--- config.mk ---
export PLATFORM = sky130hd
export DESIGN_NAME = mbcs_top
export DESIGN_NICKNAME = d
export VERILOG_FILES = /design/src/inc/mbcs_pkg.sv /design/src/inc/mbcs_map_if.sv /design/src/core/mbcs_chunk_map.sv /design/src/core/mbcs_top.sv
export VERILOG_INCLUDE_DIRS = /design/src /design/src/inc
export SDC_FILE = /design/constraint.sdc
export NUM_CORES = 1
export LEC_CHECK = 0
export BUFFER_PORTS_ARGS = -buffer_cell sky130_fd_sc_hd__buf_4
export CAP_MARGIN = 5
export CORE_MARGIN = 2
export CORE_UTILIZATION = 46
export CTS_CLUSTER_SIZE = 25
export DETAILED_ROUTE_END_ITERATION = 7
export GPL_ROUTABILITY_DRIVEN = 0
export GPL_TIMING_DRIVEN = 0
export HOLD_SLACK_MARGIN = 0.1
export PLACE_DENSITY = 0.87
export SYNTH_ARGS = -nofsm -noshare
export SYNTH_HDL_FRONTEND = slang
export SYNTH_SLANG_ARGS = --single-unit
--- constraint.sdc ---
create_clock -name clk -period 2.2 [get_ports clk]
set_input_delay 0.22 -clock clk [delete_from_list [all_inputs] [get_ports clk]]
set_output_delay 0.22 -clock clk [all_outputs]
set_load 0.01 [all_outputs]
--- src/inc/mbcs_map.svh ---
// constants for the memory bank chunk select block
// Summary of operation
// - Bit 4 of every value written to I/O port FEH drives the speaker output, so toggling it makes a square wave.
// - A write to port F5H goes to the sound_generator as a register address, and a write to port F6H as its data.
// - On a write to dock_chunk_select, each bit at 1 maps its chunk to the cartridge bank (extension bank when extMode) and each bit at 0 to the main bank.
// - The cartridge and extension ROM banks share the one select register at F4H, so only one of them is mapped.
// - A new mapping applies from the very next memory access after the port write.
// - Writing port FFH with bit 6 set stops the periodic interrupt request; with it clear the request runs normally.
// - Video fetches always read main-bank chunk 2 (primary display) or chunk 3 (second display), whatever the mapping.
`ifndef MBCS_MAP_SVH
`define MBCS_MAP_SVH

`define MBCS_PORT_CHUNK_SEL  8'hF4
`define MBCS_PORT_SND_ADDR   8'hF5
`define MBCS_PORT_SND_DATA   8'hF6
`define MBCS_PORT_SPEAKER    8'hFE
`define MBCS_PORT_CONTROL    8'hFF

`define MBCS_SPEAKER_BIT     4
`define MBCS_INT_OFF_BIT     6
`define MBCS_CHUNK_MSB       15
`define MBCS_CHUNK_LSB       13

`define MBCS_CHUNK_SEL_RST   8'h00
`define MBCS_DISPLAY_PRIMARY 3'h2
`define MBCS_DISPLAY_SECOND  3'h3
`define MBCS_VIDEO_RST       16'h4000

`endif

--- src/inc/mbcs_pkg.sv ---
// types for the memory bank chunk select block
package mbcs_pkg;

  typedef enum logic [1:0] {
    MBCS_BANK_HOME = 2'b00,
    MBCS_BANK_DOCK = 2'b01,
    MBCS_BANK_EXT  = 2'b10
  } mbcs_bank_t;

  typedef logic [2:0] mbcs_chunk_t;
  typedef logic [7:0] mbcs_sel_t;

endpackage

--- src/inc/mbcs_map_if.sv ---
// carrier between the top and the chunk decoder
`timescale 1ns/1ps
interface mbcs_map_if;
  import mbcs_pkg::*;
  mbcs_sel_t   chunkSel;
  logic        extMode;
  mbcs_chunk_t cpuChunk;
  mbcs_bank_t  cpuBank;

  modport ctrl (output chunkSel, output extMode, output cpuChunk, input cpuBank);
  modport dec  (input chunkSel, input extMode, input cpuChunk, output cpuBank);
endinterface

--- src/core/mbcs_chunk_map.sv ---
// chunk decoder: picks the bank for the current processor address
`timescale 1ns/1ps
`include "mbcs_map.svh"
module mbcs_chunk_map
  import mbcs_pkg::*;
(
  // decode link
  mbcs_map_if.dec mapIf
);

  always_comb begin
    if (mapIf.chunkSel[mapIf.cpuChunk] == 1'b0) begin
      mapIf.cpuBank = MBCS_BANK_HOME;
    end else if (mapIf.extMode) begin
      mapIf.cpuBank = MBCS_BANK_EXT;
    end else begin
      mapIf.cpuBank = MBCS_BANK_DOCK;
    end
  end

endmodule

--- src/core/mbcs_top.sv ---
// port decode, chunk mapping, sound, speaker and interrupt gating
`timescale 1ns/1ps
`include "mbcs_map.svh"
module mbcs_top
  import mbcs_pkg::*;
(
  // clock and reset
  input  wire logic        clk,
  input  wire logic        rstn,
  // processor I/O cycle
  input  wire logic [7:0]  ioAddr,
  input  wire logic        ioWrite,
  input  wire logic        ioRead,
  input  wire logic [7:0]  ioWrData,
  output logic      [7:0]  ioRdData,
  output logic             ioRdValid,
  // processor memory cycle
  input  wire logic [15:0] memAddr,
  input  wire logic        extMode,
  output logic             homeSelect,
  output logic             dockSelect,
  output logic             extSelect,
  // video fetch
  input  wire logic        videoSecond,
  input  wire logic [12:0] videoOffset,
  output logic      [15:0] videoAddr,
  output logic             videoHome,
  // speaker
  output logic             speaker,
  // sound generator
  output logic      [7:0]  soundAddr,
  output logic             soundAddrStrobe,
  output logic      [7:0]  soundData,
  output logic             soundDataStrobe,
  // interrupt
  input  wire logic        frameTick,
  output logic             intRequest,
  output logic             intDisabled
);

  mbcs_map_if mapIf ();

  mbcs_chunk_map uDec (
    .mapIf (mapIf.dec)
  );

  // port hit decode on the low address byte
  logic hitSel;
  logic hitSndAddr;
  logic hitSndData;
  logic hitSpeaker;
  logic hitControl;

  always_comb begin
    hitSel     = (ioAddr == `MBCS_PORT_CHUNK_SEL);
    hitSndAddr = (ioAddr == `MBCS_PORT_SND_ADDR);
    hitSndData = (ioAddr == `MBCS_PORT_SND_DATA);
    hitSpeaker = (ioAddr == `MBCS_PORT_SPEAKER);
    hitControl = (ioAddr == `MBCS_PORT_CONTROL);
  end

  // chunk select register
  mbcs_sel_t dockChunkSelect;
  mbcs_sel_t next_dockChunkSelect;

  always_comb begin
    next_dockChunkSelect = dockChunkSelect;
    if (ioWrite && hitSel) begin
      next_dockChunkSelect = ioWrData;
    end
  end

  always_ff @(posedge clk) begin
    if (!rstn) begin
      dockChunkSelect <= `MBCS_CHUNK_SEL_RST;
    end else begin
      dockChunkSelect <= next_dockChunkSelect;
    end
  end

  // processor bank decode, live from the register
  always_comb begin
    mapIf.chunkSel = dockChunkSelect;
    mapIf.extMode  = extMode;
    mapIf.cpuChunk = memAddr[`MBCS_CHUNK_MSB:`MBCS_CHUNK_LSB];
    homeSelect     = (mapIf.cpuBank == MBCS_BANK_HOME);
    dockSelect     = (mapIf.cpuBank == MBCS_BANK_DOCK);
    extSelect      = (mapIf.cpuBank == MBCS_BANK_EXT);
  end

  // video address, always main bank
  logic [15:0] next_videoAddr;

  always_comb begin
    if (videoSecond) begin
      next_videoAddr = {`MBCS_DISPLAY_SECOND, videoOffset};
    end else begin
      next_videoAddr = {`MBCS_DISPLAY_PRIMARY, videoOffset};
    end
  end

  always_ff @(posedge clk) begin
    if (!rstn) begin
      videoAddr <= `MBCS_VIDEO_RST;
    end else begin
      videoAddr <= next_videoAddr;
    end
  end

  always_comb begin
    videoHome = 1'b1;
  end

  // speaker
  logic next_speaker;

  always_comb begin
    next_speaker = speaker;
    if (ioWrite && hitSpeaker) begin
      next_speaker = ioWrData[`MBCS_SPEAKER_BIT];
    end
  end

  always_ff @(posedge clk) begin
    if (!rstn) begin
      speaker <= 1'b0;
    end else begin
      speaker <= next_speaker;
    end
  end

  // sound generator address and data
  logic [7:0] next_soundAddr;
  logic       next_soundAddrStrobe;
  logic [7:0] next_soundData;
  logic       next_soundDataStrobe;

  always_comb begin
    next_soundAddr       = soundAddr;
    next_soundData       = soundData;
    next_soundAddrStrobe = ioWrite && hitSndAddr;
    next_soundDataStrobe = ioWrite && hitSndData;
    if (next_soundAddrStrobe) begin
      next_soundAddr = ioWrData;
    end
    if (next_soundDataStrobe) begin
      next_soundData = ioWrData;
    end
  end

  always_ff @(posedge clk) begin
    if (!rstn) begin
      soundAddr       <= 8'h00;
      soundAddrStrobe <= 1'b0;
      soundData       <= 8'h00;
      soundDataStrobe <= 1'b0;
    end else begin
      soundAddr       <= next_soundAddr;
      soundAddrStrobe <= next_soundAddrStrobe;
      soundData       <= next_soundData;
      soundDataStrobe <= next_soundDataStrobe;
    end
  end

  // interrupt gating
  logic next_intDisabled;
  logic next_intRequest;

  always_comb begin
    next_intDisabled = intDisabled;
    if (ioWrite && hitControl) begin
      next_intDisabled = ioWrData[`MBCS_INT_OFF_BIT];
    end
    next_intRequest = frameTick && !intDisabled;
  end

  always_ff @(posedge clk) begin
    if (!rstn) begin
      intDisabled <= 1'b0;
      intRequest  <= 1'b0;
    end else begin
      intDisabled <= next_intDisabled;
      intRequest  <= next_intRequest;
    end
  end

  // read back of the select register
  logic [7:0] next_ioRdData;
  logic       next_ioRdValid;

  always_comb begin
    next_ioRdValid = ioRead && hitSel;
    next_ioRdData  = 8'h00;
    if (next_ioRdValid) begin
      next_ioRdData = dockChunkSelect;
    end
  end

  always_ff @(posedge clk) begin
    if (!rstn) begin
      ioRdData  <= 8'h00;
      ioRdValid <= 1'b0;
    end else begin
      ioRdData  <= next_ioRdData;
      ioRdValid <= next_ioRdValid;
    end
  end

endmodule

# Yosys cells after proc, flatten, opt, wreduce, memory -nomap -nowiden
# Cells that the tools add are included.
[word_totals] reg_bits=54 latch_bits=0 memories=0 wordCells=34 mem_bits_rw=0 romBits=0 output_inout_bits=50 input_bits=52
[op_classes] muxes=5 add_sub_neg=0 n_mul=0 eq_ne=7 n_bitwise=0 div_mod_pow=0 magnitude_cmp=1 reduce_logical=10 shifts=0
[op_table] operator="$eq 8x8->1 const B" n=5
[op_table] operator="$mux 14" n=1
[op_table] operator="$logic_and 1x1->1" n=7
[op_table] operator="$lt 3x4->1 const B" n=1
[op_table] operator="$mux 2" n=2
[op_table] operator="$bmux 1 s3" n=1
[op_table] operator="$eq 2x1->1 const B" n=1
[op_table] operator="$eq 2x2->1 const B" n=1
[op_table] operator="$logic_not 2->1" n=1
[op_table] operator="$reduce_and 2->1" n=1
[op_table] operator="$logic_not 1->1" n=1
[op_table] operator="$mux 1" n=1

# Logic depth before layout (Yosys ltp)
# Gate-level depths: netlist of the first run.
[logic_depth] depth_word=4 ltp_mapped=5 mapped_depth_nobuf=3

# By module
# From an unflattened synthesis of the first run, not the netlist that was laid out.
[hier_totals] hier_cells=179 area_unflattened_um2=1881.8
[by_module_without_submodules] mod="mbcs_top" cells_per_inst=168 seq_area_each_um2=1041.0 n_inst=1 area_each_um2=1775.5
[by_module_without_submodules] mod="mbcs_chunk_map" cells_per_inst=11 seq_area_each_um2=0.0 n_inst=1 area_each_um2=106.4

# Worst setup path after synthesis of the first run
# OpenSTA, ideal clock, no wires.
[synth_path] kind="input to register" startpoint="input port ioAddr[0]" endpoint="register dockChunkSelect[4]" t_arrival_ps=1323 path_buffers=1 setup_ps=120 path_stages=4 path_slack_ps=757 required_ps=2080 cell_sequence="or4b_4 or3_1 buf_6 mux2i_1"
[synth_between] elab_chain_len=2
[synth_lines] item="from (decl)" line_no="mbcs_top.sv:11" source="input wire logic [7:0] ioAddr,"
[synth_lines] item="$eq 8x8->1 (no line)"
[synth_lines] item="$logic_and 1x1->1" line_no="mbcs_top.sv:68" source="if (ioWrite && hitSel) begin"
[synth_lines] item="to (signal assigned)" line_no="mbcs_top.sv:75" source="dockChunkSelect <= `MBCS_CHUNK_SEL_RST;"
[synth_lines] item="to (signal assigned)" line_no="mbcs_top.sv:77" source="dockChunkSelect <= next_dockChunkSelect;"
[synth_lines] item="to (decl)" line_no="mbcs_top.sv:63" source="mbcs_sel_t dockChunkSelect;"
# Every way passes these cells.
# A chain may end at the register's enable or synchronous reset.

# Worst setup path after layout of the first run
[layout_path] startpoint="register dockChunkSelect[7]" endpoint="output port dockSelect"
[layout_between] elab_chain_len=4
[layout_lines] item="$bmux 1 s3" line_no="mbcs_chunk_map.sv:12" source="if (mapIf.chunkSel[mapIf.cpuChunk] == 1'b0) begin"
[layout_lines] item="$mux 1 (not written as such)" line_no="mbcs_chunk_map.sv:12"
[layout_lines] item="$mux 2" line_no="mbcs_chunk_map.sv:12"
[layout_lines] item="$eq 2x1->1" line_no="mbcs_top.sv:87" source="dockSelect = (mapIf.cpuBank == MBCS_BANK_DOCK);"
[layout_lines] item="to (decl)" line_no="mbcs_top.sv:21" source="output logic dockSelect,"
# Every way passes these cells. The select of a mux whose other input is x is not followed.

==> results of run 1 <==
-- final cells by class --
| class | instances | share of cell area [%] |
|---|---|---|
| flip-flops and latches | 52 | 39.3 |
| multi-input cells | 106 | 27.0 |
| repair buffers | 84 | 23.8 |
| clock buffers | 7 | 3.64 |
| plain buffers | 11 | 2.32 |
| well taps | 48 | 2.27 |
| clock inverters | 1 | 1.13 |
| inverters | 3 | 0.426 |
-- cells in the final DEF, fill, tap and decap left out, types with 3 or more instances in the layout --
| master | count |
|---|---|
| and2_1 | 23 |
| buf_4 | 87 |
| clkbuf_1 | 5 |
| clkbuf_8 | 7 |
| conb_1 | 3 |
| dfxtp_1 | 52 |
| inv_1 | 3 |
| mux2i_1 | 25 |
| nand2_1 | 36 |
| nor2_1 | 3 |
-- sequential cells by signal (all words and copies together), names as in the netlist, 8 cells and up --
signal	count
soundData	8
dockChunkSelect	8
soundAddr	8
ioRdData	8
videoAddr	14
-- per-layer routing --
layer | wire, um | share of wire, %
met4 | 62 | 1.5
met1 | 1750 | 44
met2 | 1970 | 49
met5 | 0 | 0
met3 | 240 | 6.0
-- cells in the mapped netlist --
cell      number  area [um2]
buf_6          1        11.3
mux4_2         2        45.0
nor2_1         3        11.3
nor4_1         2        12.5
inv_1          3        11.3
nand2b_1       1        6.26
or3_1          1        6.26
or4b_4         1        13.8
nand3b_1       1        7.51
dfxtp_1       52        1040
buf_4          3        22.5
nor3_2         1        10.0
conb_1         2        7.51
nand3_1        1        5.00
o311ai_0       2        17.5
mux2i_1       25         250
o41ai_1        2        17.5
buf_2          1        5.00
nor3_4         1        16.3
and2_1        23         144
nand2_1       36         135
clkbuf_1       5        18.8
nand4_1        1        6.26
buf_1          1        3.75
-- cells by family after synthesis --
family | count (synthesis) | synth area share, %
AND/OR/NAND/NOR | 72 | 20.5
flip-flops | 52 | 57.0
multiplexers | 27 | 16.2
other | 2 | 0.411
AO/OA/AOI/OAI | 4 | 1.92
buffers and inverters | 14 | 3.97
-- final timing paths --
check | startpoint | depth (start not counted) | endpoint | slack (ns)
max | dockChunkSelect[7] | 4 | dockSelect | 0.42
min reg2reg | intDisabled | 1 | intRequest | 0.44
min | videoOffset[0] | 2 | videoAddr[0] | 0.13
max reg2reg | intDisabled | 2 | intDisabled | 1.53
-- power groups by stage --
stage          clock [mW]  combinational, mW  sequential, mW
6_report            0.689              0.140           0.959
2_1_floorplan           0             0.0449           0.990
3_3_place_gp            0              0.137           0.981
3_5_place_dp            0              0.140           0.982
5_1_grt             0.745              0.154           0.961
4_1_cts             0.704              0.141           0.960
-- metrics by stage --
| stage | setup slack, ns | total power, mW | instances | hold WS (ns) |
|---|---|---|---|---|
| 2_1_floorplan | 0.757 | 1.03 | 172 | 0.334 |
| 3_3_place_gp | 0.601 | 1.12 | 304 | 0.427 |
| 3_5_place_dp | 0.548 | 1.12 | 304 | 0.429 |
| 4_1_cts | 0.417 | 1.80 | 312 | 0.122 |
| 5_1_grt | 0.302 | 1.86 | 312 | 0.116 |
| 6_report | 0.424 | 1.79 | 312 | 0.125 |
-- critical path, cell delays in order, from the launching register on --
cell     delay (ns)
dfxtp_1        0.33
mux4_2         0.47
mux2i_1        0.24
nor2_1         0.07
buf_4          0.15
==> impl_metrics.toml, run 1 <==
[logic_synthesis]
synth_cell_types = 24
syn_inst = 171
avgSynthCellArea_um2 = 10.7
netlist_area_um2 = 1830
ys_seq_area_share_pct = 57.0
synth_warnings = 0
synth_seq_cells = 52

[global_routing]
grt_util_all_layers_pct = 19.8
first_global_vias = 1431
use_met3_pct = 4.05
gr-usage-met1_pct = 22.8
antenna_found_initial = 0
grt_max_degree = 16
met2_usage_pct = 35.0
overflow = 0
busiest_layer = "met2"
grt_pass1_wl_um = 6530

[timing]
clock_skew_ns = 0.00449
post-route-period-util_pct = 80.7
max_freq_mhz = 563
relSlewSlack_pct = 63.4
finalHoldViolations = 0
tightest_slew_ns = 0.547
finalSetupTns_ns = 0
period_needed_ns = 1.78
slew_viol_final = 0
setup_viol = 0
rsz0062_at_grt = "no"

[clock_tree]
clockBufferDepth = 2
cts_sinks = 52
cts-buffers-inserted = 5
cts.clk_slew.worst_paths_ns = 0.08
post_cts_buffers = 0
cts_hold_buf = 0
cts_tree = "done"
worstSkewPairLatency_ns = 0.30
cts_resized = 0
cts-htree-levels = 2
cts_root_buffer = "clkbuf_8"

[power_and_ir_drop]
ir_worst_vdd_v = 0.000399
power_density_nw_per_um2 = 676
p_leak_nw = 1.24
pwr-share-seq_pct = 53.7
power_switching_uw = 352
power_switching_share_pct = 19.7
p_int_mw = 1.44
combPwrFrac_pct = 7.8
clkPwrFrac_pct = 38.5

[critical_path]
start_kind = "register"
crit_arrival_ns = 1.56
crit_type = "register to output port"
cp-end-kind = "output port"
required_ns = 1.98
critPathMaxFanout = 3

[status]
status = "completed"

[routing]
drc_errors = 0
routed_wl_um = 4020
wire_per_inst_um = 12.9
via_per_inst = 4.65
dr.pass1.iters = 4
drtAntennaViolNets = 0
drt_iter0_drc = 56
vias = 1452

[floorplanning]
ioPinCount = 102
fp-row-count = 22
die_area_um2 = 4490
die_h_um = 67.0
die_width_um = 67.0
start_util_pct = 48.8
core-area_um2 = 3740

[finish]
diodes = 0
syn_to_final_growth_pct = 45.0
design_area_um2 = 2650
multi_input_comb_area_um2 = 716
seq_area_um2 = 1040
drive_above_1_share_pct = 38.6
nFillCells = 303
finalNetCount = 315
utilization_pct = 70.7

[flow_run]
cap_violations = 0

[placed_design]
placed_area_um2 = 2520
portBuffers = 84
dp_hpwl_um = 3040

[worst_hold_path]
hold_class = "input port to register"
Power figures use the tool's default switching activity.
==> inputs of run 2 (changes only) <==
--- a/config.mk
+++ b/config.mk
@@ -9,13 +9,13 @@
 export BUFFER_PORTS_ARGS = -buffer_cell sky130_fd_sc_hd__buf_4
 export CAP_MARGIN = 5
 export CORE_MARGIN = 2
-export CORE_UTILIZATION = 46
+export CORE_UTILIZATION = 43
 export CTS_CLUSTER_SIZE = 25
 export DETAILED_ROUTE_END_ITERATION = 7
 export GPL_ROUTABILITY_DRIVEN = 0
 export GPL_TIMING_DRIVEN = 0
 export HOLD_SLACK_MARGIN = 0.1
-export PLACE_DENSITY = 0.87
+export PLACE_DENSITY = 0.82
 export SYNTH_ARGS = -nofsm -noshare
 export SYNTH_HDL_FRONTEND = slang
 export SYNTH_SLANG_ARGS = --single-unit
==> constraint.sdc (replaced) <==
create_clock -name clk -period 1.8 [get_ports clk]
set_input_delay 0.18 -clock clk [delete_from_list [all_inputs] [get_ports clk]]
set_output_delay 0.18 -clock clk [all_outputs]
set_load 0.01 [all_outputs]
==> run 2 against run 1 <==
  * Sequential power is 22% higher
  * Die area increased by 6.6%
  * Routed wire length is 14% higher
  * Clock power grew 57%
  * Clock-buffer cell count down 2
  * Clock skew increased by 0.0026 ns
  * Critical path depth stayed put
  * Global-route usage decreased by 0.29 points
  * Sequential cell count unchanged
  * Hold slack gained 0.030 ns
  * Largest power group unchanged
  * Highest routed layer unchanged
==> impl_metrics.toml, run 2 (synthesis results as in run 1) <==
[status]
status = "completed"

[routing]
drt_iter0_drc = 55
drc_errors = 0
wire_per_inst_um = 13.9
drtAntennaViolNets = 0
via_per_inst = 4.72
vias = 1552
dr.pass1.iters = 4
routed_wl_um = 4590

[floorplanning]
die_h_um = 69.2
die_width_um = 69.2
fp-row-count = 23
core-area_um2 = 4030
die_area_um2 = 4780
start_util_pct = 45.3
ioPinCount = 102

[power_and_ir_drop]
p_leak_nw = 1.32
power_density_nw_per_um2 = 865
finalPower_mw = 2.46
ir_worst_vdd_v = 0.000451

[global_routing]
overflow = 0
antenna_found_initial = 0
grt_pass1_wl_um = 7450
first_global_vias = 1567
grt_util_all_layers_pct = 19.5
grt_max_degree = 17

[placed_design]
place_ws_ns = 0.204
placed_area_um2 = 2520
portBuffers = 84
dp_hpwl_um = 3170

[critical_path]
start_kind = "register"
required_ns = 1.62
critPathMaxFanout = 3
slowest_stage = "mux4_2"
crit_type = "register to output port"
crit_chain = "mux4_2 -> mux2i_4 -> nor2_1 -> buf_4"
cp-end-kind = "output port"
crit_arrival_ns = 1.51
critPathMaxStageDelay_ns = 0.49

[timing]
period_needed_ns = 1.69
tightest_slew_ns = 0.549
post-route-period-util_pct = 94.0
finalHoldViolations = 0
slew_viol_final = 0
relSlewSlack_pct = 63.3
rsz0062_at_grt = "no"
clock_skew_ns = 0.00709
max_freq_mhz = 591
setup_ws_ns = 0.108
finalSetupTns_ns = 0
setup_viol = 0

[clock_tree]
post_cts_buffers = 0
cts-htree-levels = 2
cts_tree = "done"
cts_root_buffer = "clkbuf_8"
cts-buffers-inserted = 5
worstSkewPairLatency_ns = 0.31
cts_sinks = 52
cts.clk_slew.worst_paths_ns = 0.10
clockBufferDepth = 2

[finish]
diodes = 0
syn_to_final_growth_pct = 55.8
mostFrequentLayoutCells = "87 x buf_4, 52 x dfxtp_1, 36 x nand2_1"
final_common_cell = "buf_4"
finalNetCount = 330
nFillCells = 310
largest_reg_flops = 14
drive_above_1_share_pct = 36.9
top_register = "videoAddr"
design_area_um2 = 2840

[worst_hold_path]
hold_class = "input port to register"

[flow_run]
cap_violations = 0
run 2: worst paths after layout:
path,startpoint,end,slack (ns),cells past startpoint
hold reg to reg,soundData[3],soundData[3],0.47,2
setup reg to reg,intDisabled,intDisabled,1.08,2
setup / recovery,dockChunkSelect[4],extSelect,0.11,4
hold / removal,ioRead,ioRdValid,0.16,3
run 2: report_power, final:
group / internal [mW] / leakage [nW] / switching [mW]
combinational: 0.119 / 0.815 / 0.0847
sequential: 1.17 / 0.423 / 0.00540
clock: 0.695 / 0.0784 / 0.388
run 2: layout make-up:
class | instances | area (um2) | share of cell area [%]
buffer | 11 | 61.3 | 2.16
clock buffer | 5 | 68.8 | 2.42
clock inverter | 3 | 90.1 | 3.17
inverter | 3 | 11.3 | 0.396
multi-input combinational | 106 | 728 | 25.6
sequential | 52 | 1040 | 36.6
tap | 50 | 62.6 | 2.20
timing repair buffer | 99 | 781 | 27.5
run 2: routing by layer:
metal  GRT usage (%)  up-vias  share of wire, %
met5               0        -                 0
met2            34.4       48                53
met3            5.41        7               4.7
li1                -      770                 -
met4            7.41        0               1.7
met1            22.2      727                41
run 2: metrics by stage:
| stage | instances | hold WS, ns | util, % |
|---|---|---|---|
| floorplan | 172 | 0.294 | - |
| global placement | 306 | 0.387 | 62.6 |
| detailed placement | 306 | 0.392 | 62.6 |
| CTS | 329 | 0.156 | 70.3 |
| global route | 329 | 0.161 | 70.6 |
| finish | 329 | 0.156 | 70.6 |
run 2: worst max-delay path: cells and delay by family, from the launching register on:
family                 cells  cell delay [ns]
flip-flops                 1             0.33
buffers and inverters      1             0.14
multiplexers               2             0.67
AND/OR/NAND/NOR            1             0.06
run 2: repair_timing:
action,4_1_cts,5_1_grt
setup endpoints to repair,0,3
resized for setup,0,2
hold buffers,15,0
endpoints found under the hold margin,15,0
==> inputs of run 3 (changes only) <==
--- a/config.mk
+++ b/config.mk
@@ -8,14 +8,16 @@
 export LEC_CHECK = 0
 export BUFFER_PORTS_ARGS = -buffer_cell sky130_fd_sc_hd__buf_4
 export CAP_MARGIN = 5
+export CELL_PAD_IN_SITES_DETAIL_PLACEMENT = 1
+export CELL_PAD_IN_SITES_GLOBAL_PLACEMENT = 1
 export CORE_MARGIN = 2
-export CORE_UTILIZATION = 43
+export CORE_UTILIZATION = 31
 export CTS_CLUSTER_SIZE = 25
 export DETAILED_ROUTE_END_ITERATION = 7
 export GPL_ROUTABILITY_DRIVEN = 0
 export GPL_TIMING_DRIVEN = 0
 export HOLD_SLACK_MARGIN = 0.1
-export PLACE_DENSITY = 0.82
+export PLACE_DENSITY = 0.81
 export SYNTH_ARGS = -nofsm -noshare
 export SYNTH_HDL_FRONTEND = slang
 export SYNTH_SLANG_ARGS = --single-unit
==> run 3 against run 2 <==
  * Critical path depth did not move
  * First-iteration DRC count decreased by 38%
  * Register-to-register slack about the same
  * Combinational power is essentially flat
  * Sequential cell count is the same
  * Global-route usage is 3.1 points lower
  * Hold slack better by 0.022 ns
  * Total power down 16%
  * Die area up 36%
  * Maximum frequency shrank 1.9%
  * Clock skew shrank 0.0052 ns
  * Clock power fell by 36%
  * Largest cell class unchanged
==> impl_metrics.toml, run 3 (synthesis results as in run 1) <==
[status]
status = "completed"

[clock_tree]
cts_sinks = 52
cts-buffers-inserted = 5
cts_tree = "done"
post_cts_buffers = 0
clockBufferDepth = 2
cts.clk_slew.worst_paths_ns = 0.09
cts-htree-levels = 2
cts_root_buffer = "clkbuf_8"
worstSkewPairLatency_ns = 0.30

[finish]
syn_to_final_growth_pct = 53.5
diodes = 0
top_register = "videoAddr"
seq_area_um2 = 1040
largest_reg_flops = 14
nFillCells = 643
finalNetCount = 330
final_common_cell = "buf_4"
multi_input_comb_area_um2 = 719
drive_above_1_share_pct = 36.9
mostFrequentLayoutCells = "87 x buf_4, 52 x dfxtp_1, 36 x nand2_1"

[global_routing]
overflow = 0
grt_max_degree = 17
first_global_vias = 1565
antenna_found_initial = 0
grt_pass1_wl_um = 7840
grt_util_all_layers_pct = 16.4

[critical_path]
crit_arrival_ns = 1.54
required_ns = 1.62
start_kind = "register"
crit_type = "register to output port"
reg2reg_from = "speaker"
critPathMaxStageDelay_ns = 0.48
slowest_stage = "mux4_2"
crit_path_start = "dockChunkSelect[5]"
crit_chain = "mux4_2 -> mux2i_2 -> nor2_1 -> buf_4"
critPathMaxFanout = 3
cp-end-kind = "output port"

[timing]
clock_skew_ns = 0.00193
max_freq_mhz = 580
relSlewSlack_pct = 63.6
setup_viol = 0
finalSetupTns_ns = 0
period_needed_ns = 1.72
rsz0062_at_grt = "no"
tightest_slew_ns = 0.545
slew_viol_final = 0
finalHoldViolations = 0
post-route-period-util_pct = 95.8

[floorplanning]
ioPinCount = 102
die_h_um = 80.7
core-area_um2 = 5610
fp-row-count = 27
start_util_pct = 32.6
die_width_um = 80.7
die_area_um2 = 6520

[routing]
drc_errors = 0
drtAntennaViolNets = 0
vias = 1581
drt_iter0_drc = 34
via_per_inst = 4.50
routed_wl_um = 5090
wire_per_inst_um = 14.5
dr.pass1.iters = 4

[power_and_ir_drop]
ir_worst_vdd_v = 0.000411
power_density_nw_per_um2 = 739
p_leak_nw = 1.28
finalPower_mw = 2.07

[worst_hold_path]
hold_class = "input port to register"
hold_path_startpoint = "ioAddr[2]"

[placed_design]
portBuffers = 84
dp_hpwl_um = 3540

[flow_run]
cap_violations = 0
run 3: final timing paths:
check                 endpoint  slack [ns]  depth (start not counted)
setup / recovery     extSelect        0.08                          4
hold / removal         speaker        0.18                          3
setup reg to reg       speaker        1.08                          2
hold reg to reg   soundData[3]        0.47                          2
run 3: final cells by class:
cell class | count | share of cell area, %
clock inverters | 2 | 0.536
clock buffers | 6 | 2.95
plain buffers | 11 | 2.19
repair buffers | 99 | 27.9
multi-input cells | 106 | 25.7
inverters | 3 | 0.402
well taps | 72 | 3.22
flip-flops and latches | 52 | 37.2
run 3: critical path, delay by kind of cell, from the launching register on:
kind	cells	cell delay (ns)
muxes	2	0.69
DFF	1	0.34
buffers and inverters	1	0.14
and+or+nand+nor	1	0.07
run 3: metrics by stage:
| stage | hold slack [ns] | util, % | instances | worst slack [ns] | instance area, um2 |
|---|---|---|---|---|---|
| CTS | 0.163 | 49.9 | 351 | 0.0449 | 2800 |
| detailed placement | 0.392 | 45.5 | 328 | 0.175 | 2550 |
| floorplan | 0.294 | - | 172 | 0.397 | 1830 |
| finish | 0.178 | 50.0 | 351 | 0.0758 | 2800 |
| global placement | 0.387 | 45.5 | 328 | 0.229 | 2550 |
| global route | 0.184 | 50.0 | 351 | 0.0238 | 2800 |
run 3: power by group:
| part | switching [mW] | internal (mW) |
|---|---|---|
| clock network | 0.382 | 0.312 |
| logic | 0.0858 | 0.118 |
| registers | 0.00522 | 1.17 |
| total | 0.473 | 1.60 |
run 3: repair_timing:
| item | in CTS | in global routing |
|---|---|---|
| setup endpoints to repair | 0 | 2 |
| hold buffers | 15 | 0 |
| resized for setup | 0 | 1 |
| hold endpoints to repair | 15 | 0 |
run 3: metal layers:
metal	track usage (%)	up-vias	wire length, um
li1	-	767	-
met1	17.8	757	2060
met2	29.8	47	2610
met3	4.22	10	275
met4	7.46	0	137
met5	0	-	0
